<file path="src/logic/rx_tlp_pkg.sv">
// Constants shared by both ends of the receive TLP user interface.
// Assumes one 250 MHz clock and a synchronous active-high reset.
package rx_tlp_pkg;

  // ----------------------------------------
  // Credit types
  // ----------------------------------------
  localparam int unsigned CT_PH       = 0;
  localparam int unsigned CT_NPH      = 1;
  localparam int unsigned CT_PD       = 2;
  localparam int unsigned CT_NPD      = 3;
  localparam int unsigned CRED_W      = 12;
  localparam int unsigned FC_THRESH   = 8;

  // ----------------------------------------
  // Timing
  // ----------------------------------------
  localparam int unsigned CLK_PERIOD_NS  = 4;
  localparam int unsigned UPDFC_TIME_NS  = 30000;
  localparam int unsigned UPDFC_CYCLES   = UPDFC_TIME_NS / CLK_PERIOD_NS;

  // ----------------------------------------
  // Header decode
  // ----------------------------------------
  localparam logic [4:0] TYPE_MEM    = 5'h00;
  localparam logic [4:0] TYPE_IO     = 5'h02;
  localparam logic [1:0] TYPE_MSG_HI = 2'h2;
  localparam int unsigned FMT_DATA_BIT = 6;

  // ----------------------------------------
  // Controller registers (byte offsets)
  // ----------------------------------------
  localparam logic [7:0] REG_STATUS  = 8'h00;
  localparam logic [7:0] REG_MASK    = 8'h04;
  localparam logic [7:0] REG_CTRL    = 8'h08;
  localparam logic [7:0] REG_DCRED   = 8'h0c;
  localparam logic [7:0] REG_TLPCNT  = 8'h10;
  localparam logic [7:0] REG_LASTBAR = 8'h14;
  localparam int unsigned ST_TLP     = 0;
  localparam int unsigned ST_UNSUPP  = 1;
  localparam int unsigned ST_MALF    = 2;
  localparam int unsigned ST_CRC     = 3;
  localparam int unsigned DCRED_NP_BIT = 8;
  localparam logic [3:0] STATUS_RST  = 4'h0;
  localparam logic [3:0] MASK_RST    = 4'h0;

endpackage

</file>
<file path="src/logic/rx_tlp_if.sv">
// Receive TLP interface joining the core end and the user end.
// Assumes both ends share clk; DW is 64 or 16.
`timescale 1ns/1ns
interface rx_tlp_if #(
  parameter int unsigned DW = 64
);
  logic [DW-1:0]    rx_tlp_payload_bus;
  logic             rx_tlp_first_beat;
  logic             rx_tlp_last_beat;
  logic             rx_upper_dword_only;
  logic             rx_end_crc_fault;
  logic             rx_unsupported_flag;
  logic             rx_badly_formed_flag;
  logic [6:0]       rx_bar_match;
  logic             user_unsupp_nonposted;
  logic             user_unsupp_posted;
  logic [3:0]       user_buffer_full_per_type;
  logic [1:0]       header_credit_consumed_pulse;
  logic [1:0]       data_credit_return_strobe;
  logic [1:0][7:0]  data_credit_return_count;

  modport core (
    output rx_tlp_payload_bus, rx_tlp_first_beat, rx_tlp_last_beat,
    output rx_upper_dword_only, rx_end_crc_fault, rx_unsupported_flag,
    output rx_badly_formed_flag, rx_bar_match,
    input  user_unsupp_nonposted, user_unsupp_posted, user_buffer_full_per_type,
    input  header_credit_consumed_pulse, data_credit_return_strobe,
    input  data_credit_return_count
  );

  modport user (
    input  rx_tlp_payload_bus, rx_tlp_first_beat, rx_tlp_last_beat,
    input  rx_upper_dword_only, rx_end_crc_fault, rx_unsupported_flag,
    input  rx_badly_formed_flag, rx_bar_match,
    output user_unsupp_nonposted, user_unsupp_posted, user_buffer_full_per_type,
    output header_credit_consumed_pulse, data_credit_return_strobe,
    output data_credit_return_count
  );
endinterface

</file>
<file path="src/logic/rx_tlp_core_end.sv">
// Core end: delivers received TLP beats to user logic and runs
// the UpdateFC scheduler from the credits user logic returns.
// Assumes link-side beats come in order, one TLP at a time,
// with no gap between its first and last beat.
`timescale 1ns/1ns
module rx_tlp_core_end
  import rx_tlp_pkg::*;
#(
  parameter int unsigned DW          = 64,
  parameter bit          ECRC_EN     = 1'b1,
  parameter logic [2:0]  BAR64_PAIRS = 3'h0,
  parameter int unsigned UPD_CYCLES  = UPDFC_CYCLES,
  parameter int unsigned THRESH      = FC_THRESH
)(
  input  wire logic              clk,
  input  wire logic              sys_rst,
  rx_tlp_if.core                 rx,
  input  wire logic              link_valid,
  input  wire logic [DW-1:0]     link_bytes,
  input  wire logic              link_first,
  input  wire logic              link_last,
  input  wire logic              link_upper_only,
  input  wire logic              link_crc_bad,
  input  wire logic              link_locked_read,
  input  wire logic              link_bad_format,
  input  wire logic [6:0]        link_addr_hit,
  output logic                   fc_update_valid,
  output logic [1:0]             fc_update_type,
  output logic [CRED_W-1:0]      fc_update_amount
);

  // ----------------------------------------
  // Elaboration checks
  // ----------------------------------------
  localparam int unsigned NB = DW / 8;
  localparam int unsigned TW = $clog2(UPD_CYCLES + 1);

  if (DW != 64 && DW != 16) begin : g_bad_dw
    $error("DW must be 64 or 16");
  end
  if (UPD_CYCLES < 2 || THRESH < 1 || THRESH > 4095) begin : g_bad_cnt
    $error("UPD_CYCLES or THRESH out of range");
  end

  // ----------------------------------------
  // Helpers
  // ----------------------------------------
  // Byte k of link_bytes is the k-th byte in arrival order
  function automatic logic [DW-1:0] lane_order(input logic [DW-1:0] b);
    logic [DW-1:0] o;
    o = '0;
    for (int i = 0; i < NB; i++) begin
      o[DW-1-8*i -: 8] = b[8*i +: 8];
    end
    return o;
  endfunction

  function automatic logic [6:0] bar_fold(input logic [6:0] h);
    logic [6:0] o;
    o = h;
    for (int k = 0; k < 3; k++) begin
      if (BAR64_PAIRS[k]) begin
        o[2*k]   = h[2*k] | h[2*k+1];
        o[2*k+1] = 1'b0;
      end
    end
    return o;
  endfunction

  // ----------------------------------------
  // State
  // ----------------------------------------
  typedef struct packed {
    logic                        in_tlp;
    logic [DW-1:0]               data;
    logic                        first;
    logic                        last;
    logic                        half;
    logic                        crc;
    logic                        ur;
    logic                        malf;
    logic [6:0]                  bar;
    logic [3:0][CRED_W-1:0]      acc;
    logic [3:0]                  pend;
    logic [3:0]                  full_d;
    logic [TW-1:0]               timer;
    logic                        fc_vld;
    logic [1:0]                  fc_type;
    logic [CRED_W-1:0]           fc_amt;
  } core_state_t;

  core_state_t s;
  core_state_t next_s;

  logic                    active;
  logic                    expire;
  logic                    found;
  logic [3:0]              rise;
  logic [3:0][CRED_W-1:0]  incr;

  always_comb begin
    next_s = s;
    found  = 1'b0;

    // ----------------------------------------
    // Receive beats
    // ----------------------------------------
    active = link_valid && (link_first || s.in_tlp);
    if (active) begin
      next_s.data   = lane_order(link_bytes);
      next_s.first  = link_first;
      next_s.last   = link_last;
      next_s.half   = (DW == 64) && link_upper_only;
      next_s.in_tlp = !link_last;
      if (link_first) begin
        next_s.crc  = ECRC_EN && link_crc_bad;
        next_s.ur   = link_locked_read;
        next_s.malf = link_bad_format;
        next_s.bar  = bar_fold(link_addr_hit);
      end else begin
        // Errors found mid-TLP stay up to the end marker
        next_s.crc  = s.crc | (ECRC_EN && link_crc_bad);
        next_s.malf = s.malf | link_bad_format;
      end
    end else begin
      // Quiet bus between TLPs
      next_s.data  = '0;
      next_s.first = 1'b0;
      next_s.last  = 1'b0;
      next_s.half  = 1'b0;
      next_s.crc   = 1'b0;
      next_s.ur    = 1'b0;
      next_s.malf  = 1'b0;
      next_s.bar   = '0;
      if (link_valid) begin
        next_s.in_tlp = s.in_tlp;
      end
    end

    // ----------------------------------------
    // Credit intake
    // ----------------------------------------
    incr[CT_PH]  = CRED_W'(rx.header_credit_consumed_pulse[0]);
    incr[CT_NPH] = CRED_W'(rx.header_credit_consumed_pulse[1]);
    incr[CT_PD]  = rx.data_credit_return_strobe[0] ?
                   CRED_W'(rx.data_credit_return_count[0]) : '0;
    incr[CT_NPD] = rx.data_credit_return_strobe[1] ?
                   CRED_W'(rx.data_credit_return_count[1]) : '0;

    // Edge only: a held full level must not flood the link
    next_s.full_d = rx.user_buffer_full_per_type;
    rise = rx.user_buffer_full_per_type & ~s.full_d;

    // ----------------------------------------
    // UpdateFC timer
    // ----------------------------------------
    expire = (s.timer == '0);
    if (expire) begin
      next_s.timer = TW'(UPD_CYCLES - 1);
    end else begin
      next_s.timer = s.timer - 1'b1;
    end

    // ----------------------------------------
    // Issue one UpdateFC per cycle, lowest type first
    // ----------------------------------------
    next_s.fc_vld = 1'b0;
    for (int t = 0; t < 4; t++) begin
      next_s.acc[t] = s.acc[t] + incr[t];
      if (s.pend[t] && !found) begin
        found          = 1'b1;
        next_s.fc_vld  = 1'b1;
        next_s.fc_type = 2'(t);
        next_s.fc_amt  = s.acc[t];
        next_s.acc[t]  = incr[t];
        next_s.pend[t] = 1'b0;
      end
      // New causes win over the clear just made
      if (rise[t] || expire || next_s.acc[t] >= CRED_W'(THRESH)) begin
        next_s.pend[t] = 1'b1;
      end
    end
  end

  always_ff @(posedge clk) begin
    if (sys_rst) begin
      s <= '0;
      s.timer <= TW'(UPD_CYCLES - 1);
    end else begin
      s <= next_s;
    end
  end

  // ----------------------------------------
  // Outputs
  // ----------------------------------------
  assign rx.rx_tlp_payload_bus   = s.data;
  assign rx.rx_tlp_first_beat    = s.first;
  assign rx.rx_tlp_last_beat     = s.last;
  assign rx.rx_upper_dword_only  = s.half;
  assign rx.rx_end_crc_fault     = s.crc;
  assign rx.rx_unsupported_flag  = s.ur;
  assign rx.rx_badly_formed_flag = s.malf;
  assign rx.rx_bar_match         = s.bar;
  assign fc_update_valid         = s.fc_vld;
  assign fc_update_type          = s.fc_type;
  assign fc_update_amount        = s.fc_amt;

endmodule // rx_tlp_core_end

</file>
<file path="src/flat_wrapper.sv">
// flat-port wrapper written by rule: the top's interface ports become plain ports
module rx_tlp_core_end_flat import rx_tlp_pkg::*;
#(
  parameter int unsigned DW          = 64,
  parameter bit          ECRC_EN     = 1'b1,
  parameter logic [2:0]  BAR64_PAIRS = 3'h0,
  parameter int unsigned UPD_CYCLES  = UPDFC_CYCLES,
  parameter int unsigned THRESH      = FC_THRESH
)
  (clk, sys_rst, link_valid, link_bytes, link_first, link_last, link_upper_only, link_crc_bad, link_locked_read, link_bad_format, link_addr_hit, fc_update_valid, fc_update_type, fc_update_amount, rx_rx_tlp_payload_bus, rx_rx_tlp_first_beat, rx_rx_tlp_last_beat, rx_rx_upper_dword_only, rx_rx_end_crc_fault, rx_rx_unsupported_flag, rx_rx_badly_formed_flag, rx_rx_bar_match, rx_user_unsupp_nonposted, rx_user_unsupp_posted, rx_user_buffer_full_per_type, rx_header_credit_consumed_pulse, rx_data_credit_return_strobe, rx_data_credit_return_count);
  rx_tlp_if #(.DW(DW)) rx_i ();
  input  wire logic clk;
  input  wire logic sys_rst;
  input  wire logic link_valid;
  input  wire logic [DW-1:0] link_bytes;
  input  wire logic link_first;
  input  wire logic link_last;
  input  wire logic link_upper_only;
  input  wire logic link_crc_bad;
  input  wire logic link_locked_read;
  input  wire logic link_bad_format;
  input  wire logic [6:0] link_addr_hit;
  output logic fc_update_valid;
  output logic [1:0] fc_update_type;
  output logic [CRED_W-1:0] fc_update_amount;
  output wire logic [$bits(rx_i.rx_tlp_payload_bus)-1:0] rx_rx_tlp_payload_bus;
  output wire logic [$bits(rx_i.rx_tlp_first_beat)-1:0] rx_rx_tlp_first_beat;
  output wire logic [$bits(rx_i.rx_tlp_last_beat)-1:0] rx_rx_tlp_last_beat;
  output wire logic [$bits(rx_i.rx_upper_dword_only)-1:0] rx_rx_upper_dword_only;
  output wire logic [$bits(rx_i.rx_end_crc_fault)-1:0] rx_rx_end_crc_fault;
  output wire logic [$bits(rx_i.rx_unsupported_flag)-1:0] rx_rx_unsupported_flag;
  output wire logic [$bits(rx_i.rx_badly_formed_flag)-1:0] rx_rx_badly_formed_flag;
  output wire logic [$bits(rx_i.rx_bar_match)-1:0] rx_rx_bar_match;
  input wire logic [$bits(rx_i.user_unsupp_nonposted)-1:0] rx_user_unsupp_nonposted;
  input wire logic [$bits(rx_i.user_unsupp_posted)-1:0] rx_user_unsupp_posted;
  input wire logic [$bits(rx_i.user_buffer_full_per_type)-1:0] rx_user_buffer_full_per_type;
  input wire logic [$bits(rx_i.header_credit_consumed_pulse)-1:0] rx_header_credit_consumed_pulse;
  input wire logic [$bits(rx_i.data_credit_return_strobe)-1:0] rx_data_credit_return_strobe;
  input wire logic [$bits(rx_i.data_credit_return_count)-1:0] rx_data_credit_return_count;
  assign rx_rx_tlp_payload_bus = rx_i.rx_tlp_payload_bus;
  assign rx_rx_tlp_first_beat = rx_i.rx_tlp_first_beat;
  assign rx_rx_tlp_last_beat = rx_i.rx_tlp_last_beat;
  assign rx_rx_upper_dword_only = rx_i.rx_upper_dword_only;
  assign rx_rx_end_crc_fault = rx_i.rx_end_crc_fault;
  assign rx_rx_unsupported_flag = rx_i.rx_unsupported_flag;
  assign rx_rx_badly_formed_flag = rx_i.rx_badly_formed_flag;
  assign rx_rx_bar_match = rx_i.rx_bar_match;
  assign rx_i.user_unsupp_nonposted = rx_user_unsupp_nonposted;
  assign rx_i.user_unsupp_posted = rx_user_unsupp_posted;
  assign rx_i.user_buffer_full_per_type = rx_user_buffer_full_per_type;
  assign rx_i.header_credit_consumed_pulse = rx_header_credit_consumed_pulse;
  assign rx_i.data_credit_return_strobe = rx_data_credit_return_strobe;
  assign rx_i.data_credit_return_count = rx_data_credit_return_count;
  rx_tlp_core_end #(.DW(DW), .ECRC_EN(ECRC_EN), .BAR64_PAIRS(BAR64_PAIRS), .UPD_CYCLES(UPD_CYCLES), .THRESH(THRESH)) u_core (.clk(clk), .sys_rst(sys_rst), .rx(rx_i), .link_valid(link_valid), .link_bytes(link_bytes), .link_first(link_first), .link_last(link_last), .link_upper_only(link_upper_only), .link_crc_bad(link_crc_bad), .link_locked_read(link_locked_read), .link_bad_format(link_bad_format), .link_addr_hit(link_addr_hit), .fc_update_valid(fc_update_valid), .fc_update_type(fc_update_type), .fc_update_amount(fc_update_amount));
endmodule
</file>
<file path="config.mk">
export PLATFORM = sky130hd
export DESIGN_NAME = rx_tlp_core_end_flat
export DESIGN_NICKNAME = d
export VERILOG_FILES = /design/src/logic/rx_tlp_pkg.sv /design/src/logic/rx_tlp_if.sv /design/src/logic/rx_tlp_core_end.sv /design/src/flat_wrapper.sv
export SDC_FILE = /design/constraint.sdc
export NUM_CORES = 1
export LEC_CHECK = 0
export BUFFER_PORTS_ARGS = -buffer_cell sky130_fd_sc_hd__buf_4
export CAP_MARGIN = 5
export CORE_MARGIN = 4
export CORE_UTILIZATION = 57
export DETAILED_ROUTE_END_ITERATION = 8
export PLACE_DENSITY = 0.84
export SLEW_MARGIN = 20
export SYNTH_ARGS = -nofsm -noshare
export SYNTH_HDL_FRONTEND = slang
export SYNTH_SLANG_ARGS = --single-unit
</file>
<file path="constraint.sdc">
create_clock -name clk -period 6.4 [get_ports clk]
set_clock_uncertainty 0.15 [all_clocks]
set_input_delay 0.96 -clock clk [delete_from_list [all_inputs] [get_ports clk]]
set_output_delay 0.96 -clock clk [all_outputs]
set_load 0.005 [all_outputs]
</file>
==> run summary <==
vias in the first global route -> 5,583
minimum clock period -> 3.237 ns
Max VDD drop -> 0.0001813 V
Post-synth EDFFs -> 0
period utilization -> 50.58%
Worst slew margin -> 39.31%
post-DR vias/cell -> 5.269
part of the power in registers -> 45.9%
YS warnings -> 0
Resize count post-CTS -> 0
# Post-CTS Setup Buffers -> 0
Syn Nets -> 969
asr flop ratio synth -> 0%
DRC violations left -> 0
Worst Setup End Kind -> register
initial antenna violation count -> 0
final core utilization -> 70.40%
Power Dens Cells -> 267.3 nW/um^2
fin. max-slew vios -> 0
cts bufs inserted -> 17
row cnt -> 41
Distinct cells, synth -> 69
outcome -> finished, final reports clean
clk_lat worst skew -> 0.42 ns
area grow syn2layout -> 18.55%
HPWL after DPL -> 12,390 um
Root Driver -> clkbuf_16
starting density of the core -> 59.39%
NetSw -> 0.0006608 W
critical path fanouts, max -> 8
Core Region -> 12,820 um^2
Post-Synthesis Cells -> 840
GR Overflow Total -> 0
Placement Cell Area -> 8492 um^2
max-cap violation count -> 0
largest net degree at the start of global routing -> 67
DRT Wirelength -> 16,790 um
post-route cell area -> 9029 um^2
# diodes -> 0
Reg clk slew, reported paths -> 0.06 ns
drt pass-1 iters -> 5
logic gate share of total power -> 16.1%
top_reg_cell synth -> dfxtp_1
DR vias -> 5,875
Pleak -> 3.980 nW
RSZ-0062 raised after global routing -> false
GPL Wtd Cong -> 0.8595
Setup TNS -> 0 ns
final setup fails -> 0
synthesis-stage register bit count -> 162
startpoint types -> primary input
Max Freq -> 0.3089 GHz
CP max stage delay -> 0.42 ns
mapped cell area -> 7616 um^2
sw frac -> 27.39%
gr busiest metal -> met2
htree depth -> 4
Antenna Nets Post-Route -> 0
Mean Syn Cell Area -> 9.067 um^2
Setup CP Type -> in2reg
Buf+Inv Stages, Crit Path -> 1
met1 global-route usage -> 27.70%
crit-path leading delay family -> compound AO/OA/AOI/OAI gates
GRT Util Overall -> 21.55%
Port Buffers -> 195
# clock sinks -> 162
NumNets Final -> 1,059
WL/cell -> 15.06 um
CTS Buffer Depth -> 2
met3 usage -> 5.540%
Int Pwr -> 0.001752 W
first-pass GRT wire length -> 26,280 um
TritonCTS clock tree -> built
CP max-delay cell -> fa_1
layout cells sized above 1 -> 27.15%
critical path arrival -> 3.39 ns
Worst EP required -> 6.56 ns
Die Y-Extent -> 123.6 um
sequential-to-total area share from yosys stat -> 42.58%
critical-path cell list -> buf_4 -> and2_1 -> ha_1 -> fa_1 -> a211o_1 -> a21oi_1 -> o21ai_0 -> nor4_1 -> o2111ai_1 -> a221o_1
met2 Track Usage GR -> 35.55%
worst slew pin tran -> 0.9092 ns
DR iter-0 viols -> 441
Die Footprint -> 15,270 um^2
HP Class -> reg2reg
Final Hold Fails -> 0
num ports -> 198
Die W -> 123.6 um
hold-fix buffers at CTS -> 0
clock share of power -> 38.0%
[power by group through the flow]
stage / registers, W / logic (W) / clock network, W
finish: 0.00111 / 0.000389 / 0.000917
global route: 0.00111 / 0.000431 / 0.000979
CTS: 0.00111 / 0.000388 / 0.000931
detailed placement: 0.00113 / 0.000384 / 0
global placement: 0.00113 / 0.000375 / 0
floorplan: 0.00110 / 0.000292 / 0
[cell usage after synthesis, types with 2 or more instances]
cell type	count	area [um^2]
o21bai_1	3	22.52
and3_1	5	31.28
a221oi_1	5	43.79
inv_1	15	56.30
xnor2_1	32	280.3
a21oi_1	30	150.1
mux2_2	5	56.30
buf_1	5	18.77
a211oi_1	7	52.55
nor3b_1	3	22.52
nor4_1	4	25.02
xor2_1	15	131.4
o31a_1	2	17.52
a22oi_1	6	45.04
nand3_1	17	85.08
o211ai_1	3	22.52
buf_6	2	22.52
mux2i_1	27	270.3
clkbuf_8	2	27.53
o21a_1	4	30.03
fa_1	2	40.04
buf_4	85	638.1
a211oi_2	2	25.02
o31ai_1	6	45.04
dfxtp_1	162	3243
clkbuf_1	33	123.9
and2_1	87	544.3
nor2_1	99	371.6
nor2b_1	5	31.28
o21ai_0	18	90.09
ha_1	21	262.8
nand2_1	41	153.9
o41ai_1	2	17.52
a31oi_1	9	56.30
a311oi_1	2	17.52
or3_1	5	31.28
or2_2	7	43.79
nor4b_1	2	17.52
nor3_1	16	80.08
a211o_1	2	17.52
nand4_1	7	43.79
a21o_1	4	30.03
nand2b_1	5	31.28
[flip-flops by register name, indices dropped and copies added, names as in the netlist]
register / count
u_core.s: 70
u_core.rx.rx_tlp_payload_bus: 64
u_core.fc_update_amount: 12
u_core.rx.rx_bar_match: 7
u_core.fc_update_type: 2
u_core.fc_update_valid: 1
u_core.rx.rx_badly_formed_flag: 1
u_core.rx.rx_end_crc_fault: 1
u_core.rx.rx_tlp_first_beat: 1
u_core.rx.rx_tlp_last_beat: 1
u_core.rx.rx_unsupported_flag: 1
u_core.rx.rx_upper_dword_only: 1
[per-layer routing]
| metal | vias to the layer above | part of all wire [%] |
|---|---|---|
| li1 | 2930 | - |
| met3 | 28 | 6.8 |
| met2 | 201 | 49 |
| met5 | - | 0 |
| met4 | 0 | 1.7 |
| met1 | 2716 | 42 |
[per-stage QoR]
stage               total power, W  setup slack (ns)  cells  hold slack (ns)
finish                    0.002413             3.163   1115           0.2458
global route              0.002522             3.053   1115           0.2724
CTS                       0.002426             3.190   1115           0.2528
detailed placement        0.001512             2.829   1083           0.2379
global placement          0.001501             2.822   1083           0.2258
floorplan                 0.001392             3.169    840           0.2156
[worst paths after layout]
path / startpoint / end / slack [ns] / depth (start not counted)
setup / recovery: rx_data_credit_return_strobe[0] / u_core.s[34] / 3.16 / 10
hold / removal: u_core.s[15] / u_core.s[15] / 0.25 / 1
setup reg to reg: u_core.s[60] / u_core.s[34] / 3.64 / 8
hold reg to reg: u_core.s[15] / u_core.s[15] / 0.25 / 1
[area by class of cell]
| type | count | area [um^2] |
|---|---|---|
| timing repair buffer | 201 | 1509 |
| tap | 172 | 215.2 |
| inverter | 15 | 56.30 |
| sequential | 162 | 3243 |
| fill | 1031 | 3796 |
| multi-input combinational | 533 | 3468 |
| clock buffer | 17 | 425.4 |
| clock inverter | 15 | 111.4 |
[logic make-up (layout without fill, tap and decap cells)]
| group | Yosys count | after routing | synth area share [%] |
|---|---|---|---|
| xor+xnor | 47 | 47 | 5.405 |
| compound gates | 120 | 120 | 10.92 |
| mux | 32 | 32 | 4.288 |
| simple gates | 311 | 311 | 20.95 |
| buf+inv | 145 | 248 | 11.88 |
| flops | 162 | 162 | 42.58 |
| fa+ha+maj | 23 | 23 | 3.976 |
[cells in the final DEF, fill, tap and decap left out, types with 6 or more instances in the layout]
master | netlist | final
clkbuf_16 | 0 | 17
xor2_1 | 15 | 15
clkinvlp_4 | 0 | 7
dfxtp_1 | 162 | 162
nor3_1 | 16 | 16
buf_4 | 85 | 201
a22oi_1 | 6 | 6
xnor2_1 | 32 | 32
mux2i_1 | 27 | 27
nand4_1 | 7 | 7
nor2_1 | 99 | 99
a31oi_1 | 9 | 9
o31ai_1 | 6 | 6
a211oi_1 | 7 | 7
o21ai_0 | 18 | 18
and2_1 | 87 | 87
or2_2 | 7 | 7
nand2_1 | 41 | 41
inv_1 | 15 | 15
ha_1 | 21 | 21
nand3_1 | 17 | 17
a21oi_1 | 30 | 30
No activity file was read; power rests on OpenSTA's default activity.
